## config.mk

```make
export PLATFORM = sky130hd
export DESIGN_NAME = multimode_down_timer
export DESIGN_NICKNAME = d
export VERILOG_FILES = /design/src/common/timer_pkg.sv /design/src/common/prescaler_if.sv /design/src/verilog/multimode_down_timer.sv /design/src/verilog/timer_prescaler.sv
export SDC_FILE = /design/constraint.sdc
export NUM_CORES = 1
export LEC_CHECK = 0
export BUFFER_PORTS_ARGS = -buffer_cell sky130_fd_sc_hd__buf_2
export CORE_ASPECT_RATIO = 0.9
export CORE_MARGIN = 2
export CORE_UTILIZATION = 62
export CTS_CLUSTER_DIAMETER = 60
export DETAILED_ROUTE_END_ITERATION = 6
export GPL_ROUTABILITY_DRIVEN = 1
export GPL_TIMING_DRIVEN = 0
export PLACE_DENSITY = 0.88
export SETUP_SLACK_MARGIN = 0.2
export SLEW_MARGIN = 20
export SYNTH_ARGS = -nofsm -noshare
export SYNTH_HDL_FRONTEND = slang
export SYNTH_SLANG_ARGS = --single-unit
export TNS_END_PERCENT = 5
```

## constraint.sdc

```tcl
create_clock -name clk -period 3.4 [get_ports clk]
set_clock_uncertainty 0.1 [all_clocks]
set_input_delay 0.51 -clock clk [delete_from_list [all_inputs] [get_ports clk]]
set_output_delay 0.51 -clock clk [all_outputs]
set_load 0.01 [all_outputs]
```

## src/common/timer_pkg.sv

```systemverilog
/*
 * Constants for the two-channel multimode down timer: register offsets,
 * field positions, reset values, clock/mode codes and time-base periods.
 * Assumes a 50 MHz system clock.
 */
package timer_pkg;
   // register offsets (5-bit address)
   localparam logic [4:0] ADDR_STATUS = 5'h00;
   localparam logic [4:0] ADDR_CTRL0 = 5'h01;
   localparam logic [4:0] ADDR_CTRL1 = 5'h02;
   localparam logic [4:0] ADDR_OUTCFG = 5'h02;
   localparam logic [4:0] ADDR_INTEN = 5'h03;
   localparam logic [4:0] ADDR_ROUTE = 5'h04;
   localparam logic [4:0] ADDR_T0_LO = 5'h0F;
   localparam logic [4:0] ADDR_T0_HI = 5'h10;
   localparam logic [4:0] ADDR_T1_LO = 5'h11;
   localparam logic [4:0] ADDR_T1_HI = 5'h12;
   // status register fields
   localparam int STAT_FLAG0 = 0;
   localparam int STAT_FLAG1 = 1;
   localparam int STAT_RSEL = 6;
   localparam int STAT_PSEL = 7;
   // timer control fields
   localparam int CTL_RUN = 0;
   localparam int CTL_MODE_LO = 1;
   localparam int CTL_MODE_HI = 2;
   localparam int CTL_CLK_LO = 3;
   localparam int CTL_CLK_HI = 5;
   localparam int CTL_READ = 6;
   localparam int CTL_HOLD = 7;
   // output config fields: invert and open drain per pin
   localparam int OC_INV0 = 0;
   localparam int OC_OD0 = 1;
   localparam int OC_INV1 = 2;
   localparam int OC_OD1 = 3;
   localparam int OC_INVI = 4;
   localparam int OC_ODI = 5;
   // routing field: timer interrupts reach the interrupt pin
   localparam int RT_TIMER = 0;
   localparam logic [7:0] REG_RESET = 8'h00;
   // clock select codes
   localparam logic [2:0] CLK_EXT = 3'h0;
   localparam logic [2:0] CLK_XTAL = 3'h1;
   localparam logic [2:0] CLK_XTAL4 = 3'h2;
   localparam logic [2:0] CLK_10K7 = 3'h3;
   localparam logic [2:0] CLK_1K = 3'h4;
   localparam logic [2:0] CLK_100 = 3'h5;
   localparam logic [2:0] CLK_10 = 3'h6;
   localparam logic [2:0] CLK_1 = 3'h7;
   // mode codes
   localparam logic [1:0] MODE_PULSE = 2'h0;
   localparam logic [1:0] MODE_RATE = 2'h1;
   localparam logic [1:0] MODE_SQUARE = 2'h2;
   localparam logic [1:0] MODE_ONESHOT = 2'h3;
   // time bases
   localparam int CLK_PERIOD_NS = 20;
   localparam int BASE_PERIOD_NS = 93500;
   localparam int MS_PERIOD_NS = 1000000;
   localparam int BASE_CYC = BASE_PERIOD_NS / CLK_PERIOD_NS;
   localparam int MS_CYC = MS_PERIOD_NS / CLK_PERIOD_NS;
   localparam logic [3:0] DECADE_LAST = 4'h9;
   typedef enum logic [3:0] {
      ST_IDLE = 4'b0001,
      ST_ARM = 4'b0010,
      ST_LOAD = 4'b0100,
      ST_COUNT = 4'b1000
   } tstate_t;
endpackage

```

## src/common/prescaler_if.sv

```systemverilog
/*
 * Carrier between a timer channel and its prescaler.
 * Assumes edge pulses are already synchronised to clk.
 */
interface prescaler_if;
   logic [2:0] sel;
   logic restart;
   logic extFall;
   logic xtalFall;
   logic tick;
   modport owner (output sel, restart, extFall, xtalFall, input tick);
   modport presc (input sel, restart, extFall, xtalFall, output tick);
endinterface

```

## src/verilog/multimode_down_timer.sv

```systemverilog
/*
 * Two 16-bit multimode down timers behind a byte-wide parallel port.
 * Assumes all pins are asynchronous to clk and strobes last >= 4 cycles.
 */
module multimode_down_timer
   import timer_pkg::*;
#(
   parameter int BaseCyc = BASE_CYC,
   parameter int MsCyc = MS_CYC
) (
   // system
   input wire logic clk,
   input wire logic nrst,
   // parallel register port
   input wire logic csN,
   input wire logic rdN,
   input wire logic wrN,
   input wire logic [4:0] addr,
   input wire logic [7:0] dataIn,
   output logic [7:0] dataOut,
   output logic dataOeN,
   // timer clocks and gates
   input wire logic timerClkPin,
   input wire logic xtalClkPin,
   input wire logic gate_pin_zero,
   input wire logic gate_pin_one,
   // output pins
   output logic multifunction_output_pin,
   output logic multifunctionOeN,
   output logic second_timer_output_pin,
   output logic secondTimerOeN,
   output logic interrupt_pin,
   output logic interruptOeN
);
   localparam int SW = 20;

   // pin synchronisers: stage 1 read only by stage 2
   logic [SW-1:0] pinS1_q;
   logic [SW-1:0] pinS2_q;
   logic [3:0] edgeD_q;
   always_ff @(posedge clk) begin
      if (!nrst) begin
         pinS1_q <= {3'h7, 17'h0};
         pinS2_q <= {3'h7, 17'h0};
         edgeD_q <= 4'h0;
      end else begin
         pinS1_q <= {csN, rdN, wrN, addr, dataIn, gate_pin_one, gate_pin_zero,
            timerClkPin, xtalClkPin};
         pinS2_q <= pinS1_q;
         edgeD_q <= pinS2_q[3:0];
      end
   end
   wire csNS = pinS2_q[19];
   wire rdNS = pinS2_q[18];
   wire wrNS = pinS2_q[17];
   wire [4:0] addrS = pinS2_q[16:12];
   wire [7:0] dataS = pinS2_q[11:4];
   wire [1:0] gateS = pinS2_q[3:2];
   wire extFall = edgeD_q[1] & ~pinS2_q[1];
   wire xtalFall = edgeD_q[0] & ~pinS2_q[0];

   // bus strobes
   logic wrActD_q;
   logic rdActD_q;
   logic [4:0] rdAddr_q;
   wire wrAct = ~csNS & ~wrNS;
   wire rdAct = ~csNS & ~rdNS;
   wire wrGo = wrAct & ~wrActD_q;
   wire rdEnd = ~rdAct & rdActD_q;

   // registers
   logic [7:0] ctrl_q [2];
   logic [7:0] preLo_q [2];
   logic [7:0] preHi_q [2];
   logic [15:0] latch_q [2];
   logic [7:0] outCfg_q;
   logic [7:0] intEn_q;
   logic [7:0] route_q;
   logic [1:0] flag_q;
   logic rsel_q;
   logic psel_q;

   // timer state
   tstate_t st_q [2];
   logic [15:0] cnt_q [2];
   logic [1:0] out_q;
   logic [1:0] runClr;
   logic [1:0] irqEvt;

   // write decode
   wire page0 = ~psel_q;
   wire wrStat = wrGo && addrS == ADDR_STATUS;
   wire wrCtl0 = wrGo && page0 && !rsel_q && addrS == ADDR_CTRL0;
   wire wrCtl1 = wrGo && page0 && !rsel_q && addrS == ADDR_CTRL1;
   wire wrOcfg = wrGo && page0 && rsel_q && addrS == ADDR_OUTCFG;
   wire wrIen = wrGo && page0 && rsel_q && addrS == ADDR_INTEN;
   wire wrRte = wrGo && page0 && !rsel_q && addrS == ADDR_ROUTE;
   wire [1:0] wrCtl = {wrCtl1, wrCtl0};
   wire [1:0] wrLo = {wrGo && page0 && addrS == ADDR_T1_LO,
      wrGo && page0 && addrS == ADDR_T0_LO};
   wire [1:0] wrHi = {wrGo && page0 && addrS == ADDR_T1_HI,
      wrGo && page0 && addrS == ADDR_T0_HI};
   wire [1:0] rdLoEnd = {rdEnd && page0 && rdAddr_q == ADDR_T1_LO,
      rdEnd && page0 && rdAddr_q == ADDR_T0_LO};

   // read selection of one timer data byte
   function automatic logic [7:0] dataByte(input logic rdBit, input logic hi,
         input logic [15:0] lat, input logic [7:0] lo8, input logic [7:0] hi8);
      logic [7:0] r;
      r = 8'h00;
      if (rdBit) r = hi ? lat[15:8] : lat[7:0];
      else r = hi ? hi8 : lo8;
      return r;
   endfunction

   always_ff @(posedge clk) begin
      if (!nrst) begin
         wrActD_q <= 1'b0;
         rdActD_q <= 1'b0;
         rdAddr_q <= 5'h00;
      end else begin
         wrActD_q <= wrAct;
         rdActD_q <= rdAct;
         if (rdAct && !rdActD_q) rdAddr_q <= addrS;
      end
   end

   // status, config and routing registers
   always_ff @(posedge clk) begin
      if (!nrst) begin
         outCfg_q <= REG_RESET;
         intEn_q <= REG_RESET;
         route_q <= REG_RESET;
         rsel_q <= 1'b0;
         psel_q <= 1'b0;
         flag_q <= 2'h0;
      end else begin
         if (wrOcfg) outCfg_q <= dataS;
         if (wrIen) intEn_q <= dataS;
         if (wrRte) route_q <= dataS;
         if (wrStat) begin
            rsel_q <= dataS[STAT_RSEL];
            psel_q <= dataS[STAT_PSEL];
         end
         // a new event wins over a write-one clear
         flag_q <= (flag_q & ~({2{wrStat}} & dataS[STAT_FLAG1:STAT_FLAG0])) | irqEvt;
      end
   end

   // read data path, registered
   logic [7:0] rdMux;
   always_comb begin
      rdMux = 8'h00;
      if (addrS == ADDR_STATUS)
         rdMux = {psel_q, rsel_q, 4'h0, flag_q};
      else if (page0) begin
         unique case (addrS)
            ADDR_CTRL0: rdMux = rsel_q ? 8'h00 : ctrl_q[0];
            ADDR_CTRL1: rdMux = rsel_q ? outCfg_q : ctrl_q[1];
            ADDR_INTEN: rdMux = rsel_q ? intEn_q : 8'h00;
            ADDR_ROUTE: rdMux = rsel_q ? 8'h00 : route_q;
            ADDR_T0_LO: rdMux = dataByte(ctrl_q[0][CTL_READ], 1'b0, latch_q[0],
               preLo_q[0], preHi_q[0]);
            ADDR_T0_HI: rdMux = dataByte(ctrl_q[0][CTL_READ], 1'b1, latch_q[0],
               preLo_q[0], preHi_q[0]);
            ADDR_T1_LO: rdMux = dataByte(ctrl_q[1][CTL_READ], 1'b0, latch_q[1],
               preLo_q[1], preHi_q[1]);
            ADDR_T1_HI: rdMux = dataByte(ctrl_q[1][CTL_READ], 1'b1, latch_q[1],
               preLo_q[1], preHi_q[1]);
            default: rdMux = 8'h00;
         endcase
      end
   end

   always_ff @(posedge clk) begin
      if (!nrst) begin
         dataOut <= 8'h00;
         dataOeN <= 1'b1;
      end else begin
         dataOeN <= ~rdAct;
         if (rdAct) dataOut <= rdMux;
      end
   end

   // timer interrupts reach the pin only if enabled and routed
   wire intActive = |(flag_q & intEn_q[1:0]) & route_q[RT_TIMER];

   genvar i;
   generate
      for (i = 0; i < 2; i++) begin : g_tmr
         prescaler_if pif ();
         timer_prescaler #(
            .BaseCyc(BaseCyc),
            .MsCyc(MsCyc)
         ) u_presc (
            .clk(clk),
            .nrst(nrst),
            .p(pif.presc)
         );

         wire run = ctrl_q[i][CTL_RUN];
         wire [1:0] mode = ctrl_q[i][CTL_MODE_HI:CTL_MODE_LO];
         wire oneShot = mode == MODE_ONESHOT;
         wire hold = gateS[i] | ctrl_q[i][CTL_HOLD];
         logic holdD_q;
         wire trigRise = oneShot & hold & ~holdD_q;
         wire resume = ~oneShot & holdD_q & ~hold;
         wire start = st_q[i] == ST_IDLE && run;
         // count only on the selected edge; hold stops counting except in one-shot mode
         wire step = pif.tick & (oneShot | ~hold);
         wire atZero = cnt_q[i] <= 16'h0001;
         wire zeroHit = st_q[i] == ST_COUNT && step && atZero && !trigRise;

         assign pif.sel = ctrl_q[i][CTL_CLK_HI:CTL_CLK_LO];
         assign pif.restart = start | resume;
         assign pif.extFall = extFall;
         assign pif.xtalFall = xtalFall;
         assign runClr[i] = zeroHit && mode == MODE_PULSE;
         // square wave interrupts only on the high-to-low toggle
         assign irqEvt[i] = zeroHit && (mode != MODE_SQUARE || out_q[i]);

         always_ff @(posedge clk) begin
            if (!nrst) holdD_q <= 1'b0;
            else holdD_q <= hold;
         end

         // control, preset and latch registers; software write wins
         always_ff @(posedge clk) begin
            if (!nrst) begin
               ctrl_q[i] <= REG_RESET;
               preLo_q[i] <= REG_RESET;
               preHi_q[i] <= REG_RESET;
               latch_q[i] <= 16'h0000;
            end else begin
               if (wrCtl[i]) ctrl_q[i] <= dataS;
               else begin
                  if (runClr[i]) ctrl_q[i][CTL_RUN] <= 1'b0;
                  if (rdLoEnd[i]) ctrl_q[i][CTL_READ] <= 1'b0;
               end
               if (wrCtl[i] && dataS[CTL_READ]) latch_q[i] <= cnt_q[i];
               if (wrLo[i]) preLo_q[i] <= dataS;
               if (wrHi[i]) preHi_q[i] <= dataS;
            end
         end

         // counter and output sequencer
         always_ff @(posedge clk) begin
            if (!nrst) begin
               st_q[i] <= ST_IDLE;
               cnt_q[i] <= 16'h0000;
               out_q[i] <= 1'b0;
            end else if (!run) begin
               st_q[i] <= ST_IDLE;
               out_q[i] <= 1'b0;
            end else begin
               unique case (st_q[i])
                  ST_IDLE: st_q[i] <= ST_ARM;
                  ST_ARM: begin
                     if (oneShot) begin
                        if (trigRise) begin
                           out_q[i] <= 1'b1;
                           st_q[i] <= ST_LOAD;
                        end
                     end else if (step) begin
                        cnt_q[i] <= {preHi_q[i], preLo_q[i]};
                        out_q[i] <= 1'b1;
                        st_q[i] <= ST_COUNT;
                     end
                  end
                  ST_LOAD: begin
                     if (oneShot && trigRise) st_q[i] <= ST_LOAD;
                     else if (step) begin
                        cnt_q[i] <= {preHi_q[i], preLo_q[i]};
                        if (mode == MODE_RATE) out_q[i] <= 1'b1;
                        st_q[i] <= ST_COUNT;
                     end
                  end
                  ST_COUNT: begin
                     if (trigRise) st_q[i] <= ST_LOAD;
                     else if (step) begin
                        if (atZero) begin
                           cnt_q[i] <= 16'h0000;
                           unique case (mode)
                              MODE_PULSE: begin
                                 out_q[i] <= 1'b0;
                                 st_q[i] <= ST_IDLE;
                              end
                              MODE_RATE: begin
                                 out_q[i] <= 1'b0;
                                 st_q[i] <= ST_LOAD;
                              end
                              MODE_SQUARE: begin
                                 out_q[i] <= ~out_q[i];
                                 st_q[i] <= ST_LOAD;
                              end
                              MODE_ONESHOT: begin
                                 out_q[i] <= 1'b0;
                                 st_q[i] <= ST_ARM;
                              end
                           endcase
                        end else cnt_q[i] <= cnt_q[i] - 16'h0001;
                     end
                  end
                  default: st_q[i] <= ST_IDLE;
               endcase
            end
         end
      end
   endgenerate

   // pin drivers: polarity, then push-pull or open drain
   wire lvl0 = out_q[0] ^ outCfg_q[OC_INV0];
   wire lvl1 = out_q[1] ^ outCfg_q[OC_INV1];
   wire lvlI = intActive ^ outCfg_q[OC_INVI];
   always_ff @(posedge clk) begin
      if (!nrst) begin
         multifunction_output_pin <= 1'b0;
         multifunctionOeN <= 1'b1;
         second_timer_output_pin <= 1'b0;
         secondTimerOeN <= 1'b1;
         interrupt_pin <= 1'b0;
         interruptOeN <= 1'b1;
      end else begin
         // open drain only sinks, so it drives when the level is low
         multifunction_output_pin <= outCfg_q[OC_OD0] ? 1'b0 : lvl0;
         multifunctionOeN <= outCfg_q[OC_OD0] & lvl0;
         second_timer_output_pin <= outCfg_q[OC_OD1] ? 1'b0 : lvl1;
         secondTimerOeN <= outCfg_q[OC_OD1] & lvl1;
         interrupt_pin <= outCfg_q[OC_ODI] ? 1'b0 : lvlI;
         interruptOeN <= outCfg_q[OC_ODI] & lvlI;
      end
   end
endmodule // multimode_down_timer

```

## src/verilog/timer_prescaler.sv

```systemverilog
/*
 * Per-timer prescaler: picks one of eight timer clocks, gives a one-cycle
 * tick on each falling edge of it. Assumes one clk and pre-synced edges.
 */
module timer_prescaler
   import timer_pkg::*;
#(
   parameter int BaseCyc = BASE_CYC,
   parameter int MsCyc = MS_CYC
) (
   // system
   input wire logic clk,
   input wire logic nrst,
   // channel side
   prescaler_if.presc p
);
   localparam int BW = $clog2(BaseCyc);
   localparam int MW = $clog2(MsCyc);
   logic [BW-1:0] baseCnt_q;
   logic [MW-1:0] msCnt_q;
   logic [3:0] d10_q;
   logic [3:0] d100_q;
   logic [3:0] d1s_q;
   logic [1:0] xDiv_q;
   wire baseEnd = baseCnt_q == BW'(BaseCyc - 1);
   wire msEnd = msCnt_q == MW'(MsCyc - 1);
   wire end10 = msEnd && d10_q == DECADE_LAST;
   wire end100 = end10 && d100_q == DECADE_LAST;
   wire end1s = end100 && d1s_q == DECADE_LAST;
   wire x4End = p.xtalFall && xDiv_q == 2'h3;

   // restart zeroes every time-base stage but not xDiv_q, so start error stays under one period
   always_ff @(posedge clk) begin
      if (!nrst || p.restart) begin
         baseCnt_q <= '0;
         msCnt_q <= '0;
         d10_q <= '0;
         d100_q <= '0;
         d1s_q <= '0;
      end else begin
         baseCnt_q <= baseEnd ? '0 : baseCnt_q + 1'b1;
         msCnt_q <= msEnd ? '0 : msCnt_q + 1'b1;
         if (msEnd) d10_q <= end10 ? 4'h0 : d10_q + 4'h1;
         if (end10) d100_q <= end100 ? 4'h0 : d100_q + 4'h1;
         if (end100) d1s_q <= end1s ? 4'h0 : d1s_q + 4'h1;
      end
   end

   // crystal divided by four still follows the crystal pin
   always_ff @(posedge clk) begin
      if (!nrst) xDiv_q <= 2'h0;
      else if (p.xtalFall) xDiv_q <= xDiv_q + 2'h1;
   end

   // eight-way clock choice
   always_comb begin
      unique case (p.sel)
         CLK_EXT: p.tick = p.extFall;
         CLK_XTAL: p.tick = p.xtalFall;
         CLK_XTAL4: p.tick = x4End;
         CLK_10K7: p.tick = baseEnd;
         CLK_1K: p.tick = msEnd;
         CLK_100: p.tick = end10;
         CLK_10: p.tick = end100;
         CLK_1: p.tick = end1s;
      endcase
   end
endmodule // timer_prescaler
```

==> summary.md <==
| Metric | Value |
|---|---|
| Status | `complete, no violations` |
| Num CTS Buffers | `30` |
| Pleak | `0.005871 uW` |
| Overall power | `7825 uW` |
| Syn_nets | `1417` |
| Synthesized area per cell | `10.18 um^2` |
| Cell Pwr Density | `498.9 nW/um^2` |
| Final Hold Viols | `0` |
| Vias | `10870` |
| GRT overflow | `0` |
| Final worst-path cycle share | `0.9287` |
| First-pass GRT wire length | `54.00 mm` |
| DRC violations left | `0` |
| Worst Tran Pin Value | `1.168 ns` |
| Crit path launch | `cnt_q[0][6]` |
| Worst slew margin | `0.2142` |
| Htree depth | `1` |
| Clock Latency Late Sink | `0.57 ns` |
| Fin util | `0.7028` |
| Syn. warnings | `0` |
| Synth Flop Type | `dfxtp_1` |
| Clk sinks | `302` |
| WHS | `0.02222 ns` |
| Drt pass-1 iters | `6` |
| CP cell instances | `or4_1 -> buf_2 -> or2_1 -> or4b_4 -> a2111oi_2 -> a22o_2 -> or4_1` |
| DR iter-0 viols | `1354` |
| Die area | `23730 um^2` |
| Arr. time, crit path | `3.33 ns` |
| Initial core utilization | `0.6255` |
| Antenna Cells | `0` |
| Root buffer cell | `clkbuf_16` |
| Kind of critical path | `flop to flop` |
| Top cell by count, worst path | `or4_1` |
| Largest net degree at the start of global routing | `17` |
| Post-DP HPWL | `23.29 mm` |
| Max Slew Vio Count | `0` |
| Vias in the first global route | `10350` |
| Area of the core | `22320 um^2` |
| Final setup vio count | `0` |
| Final ANT Viol Nets | `0` |
| Drt total wl | `34.24 mm` |
| Worst-path fanout max | `6` |
| Worst hold path type | `input pin to flop` |
| Syn Inst Count | `1371` |
| Synthesized cell area | `13960 um^2` |
| Slowest stage delay, CP | `0.56 ns` |
| Yosys cell types | `76` |
| Vias/cell | `6.163` |
| CP startpoint kind | `flop` |
| Initial antenna violation count | `0` |
| Yosys reg bits | `302` |
| Die Width | `162.2 um` |
| Area Overhead vs Synth | `12.37%` |
| I/O Pins | `37` |
| Hold_sp | `rdN` |
| RSZ-0062 raised after global routing | `true` |
| Ratio of cells with drive above 1 in the final layout | `0.08589` |
| Post-layout instance count excluding filler cells | `1764` |
| CP max-delay cell | `or4b_4` |
| Final setup TNS | `0 ns` |
| Post-synth EDFFs | `120` |
| Final net count | `1489` |
| Clock transition at path regs | `0.07 ns` |
| Asr flop ratio synth | `0` |
| Routability cong. | `0.9305` |
| TritonCTS clock tree | `built` |
| Max VDD drop | `0.0004824 V` |
| Hold buffer count at CTS | `0` |
| Port buffer count | `36` |
| Final min period | `3.158 ns` |
| Critical R2R Launch | `cnt_q[0][6]` |
| Max Clk Rate | `316.7 MHz` |
| Rows | `52` |
| Max Root-Sink Buffers | `3` |
| Total Routing Usage GR | `0.2844` |
| Die Height | `146.3 um` |
| Seq/Total Area, Yosys | `0.5192` |
| Placed Instances | `1704` |
| Avg WL per Cell | `19.41 um` |
| Max-cap viol count | `0` |
| CP Capture Type | `flop` |
| CP required | `3.57 ns` |
[layout make-up]
type,count,area [um^2]
Buffer,61,239.0
Clock buffer,41,917.1
Clock inverter,15,168.9
Fill cell,1523,6631
Inverter,40,150.1
Multi-Input combinational cell,968,6381
Sequential cell,302,7247
Tap cell,297,371.6
Timing Repair Buffer,40,210.2
[synth_stat cells, types with 7 or more instances]
library cell,number,area (um^2)
a21o_1,10,75.07
a21oi_1,20,100.1
a22oi_1,12,90.09
and2_1,91,569.3
and3_1,48,300.3
clkbuf_1,52,195.2
dfxtp_1,182,3643
edfxtp_1,120,3603
ha_1,24,300.3
inv_1,39,146.4
mux2i_1,70,700.7
nand2_1,91,341.6
nand2b_1,13,81.33
nand3_1,50,250.2
nand3b_1,8,60.06
nand4_1,16,100.1
nor2_1,131,491.7
nor2b_1,44,275.3
nor3_1,34,170.2
nor3b_1,10,75.07
nor4_1,17,106.4
nor4b_1,14,122.6
o21ai_0,46,230.2
o22ai_1,17,106.4
or3_1,7,43.79
xnor2_1,51,446.7
xor2_1,43,376.6
[path summary, 6_finish.rpt]
| check | endpoint | slack (ns) | depth (start not counted) |
|---|---|---|---|
| max | st_q[0][0] | 0.24 | 7 |
| min | pinS1_q[18] | 0.02 | 2 |
| max reg2reg | st_q[0][0] | 0.24 | 7 |
| min reg2reg | pinS2_q[17] | 0.32 | 1 |
[what timing repair did]
item	CTS	global route
buffers inserted	1	3
endpoints found under the setup margin	63	111
pin swaps	1	2
gates resized for setup	3	7
[report_power, final]
group	total, uW	switching (uW)	leakage (uW)	internal [uW]
registers	3930	84.5	0.00270	3850
clock network	3540	1420	0.000531	2120
logic	351	229	0.00264	122
[metrics by stage]
stage	instance area, um^2	setup slack, ns
global route	15690	0.1305
finish	15690	0.2424
floorplan	13960	0.4239
detailed placement	14520	-0.1687
CTS	15630	0.1315
global placement	14510	-0.1824
[cell families (layout without fill, tap and decap cells)]
logic type	after synthesis	count (layout)	synth area share
compound gates	170	170	0.08480
xor+xnor	94	94	0.05898
fa+ha+maj	24	24	0.02151
buf+inv	101	197	0.02788
flops	302	302	0.5192
mux	70	70	0.05020
simple gates	610	610	0.2375
[layer usage]
layer | part of all wire | track usage
met5 | 0 | 0
met4 | 0.040 | 0.09867
met3 | 0.099 | 0.05568
met2 | 0.46 | 0.4570
met1 | 0.40 | 0.3879
[cells in the final DEF, fill, tap and decap left out, types with 44 or more instances in the layout]
| cell | count |
|---|---|
| xnor2_1 | 51 |
| edfxtp_1 | 120 |
| mux2i_1 | 70 |
| dfxtp_1 | 182 |
| nor2b_1 | 44 |
| o21ai_0 | 44 |
| and2_1 | 91 |
| nor2_1 | 129 |
| nand2_1 | 91 |
| nand3_1 | 49 |
| clkbuf_1 | 55 |
| and3_1 | 48 |
[flip-flops by register name, indices dropped and copies added (netlist names), 20 cells and up]
| register | count |
|---|---|
| g_tmr.u_presc.baseCnt_q | 26 |
| g_tmr.u_presc.msCnt_q | 32 |
| pinS1_q | 20 |
| latch_q | 32 |
| pinS2_q | 20 |
| cnt_q | 32 |
[worst max-delay path: cells and delay by family, from the launching register on]
kind            cells  cell delay, ns
simple gates        4            1.58
compound gates      2            0.51
flops               1            0.49
buf+inv             1            0.17
(Power assumes the default switching activity.)
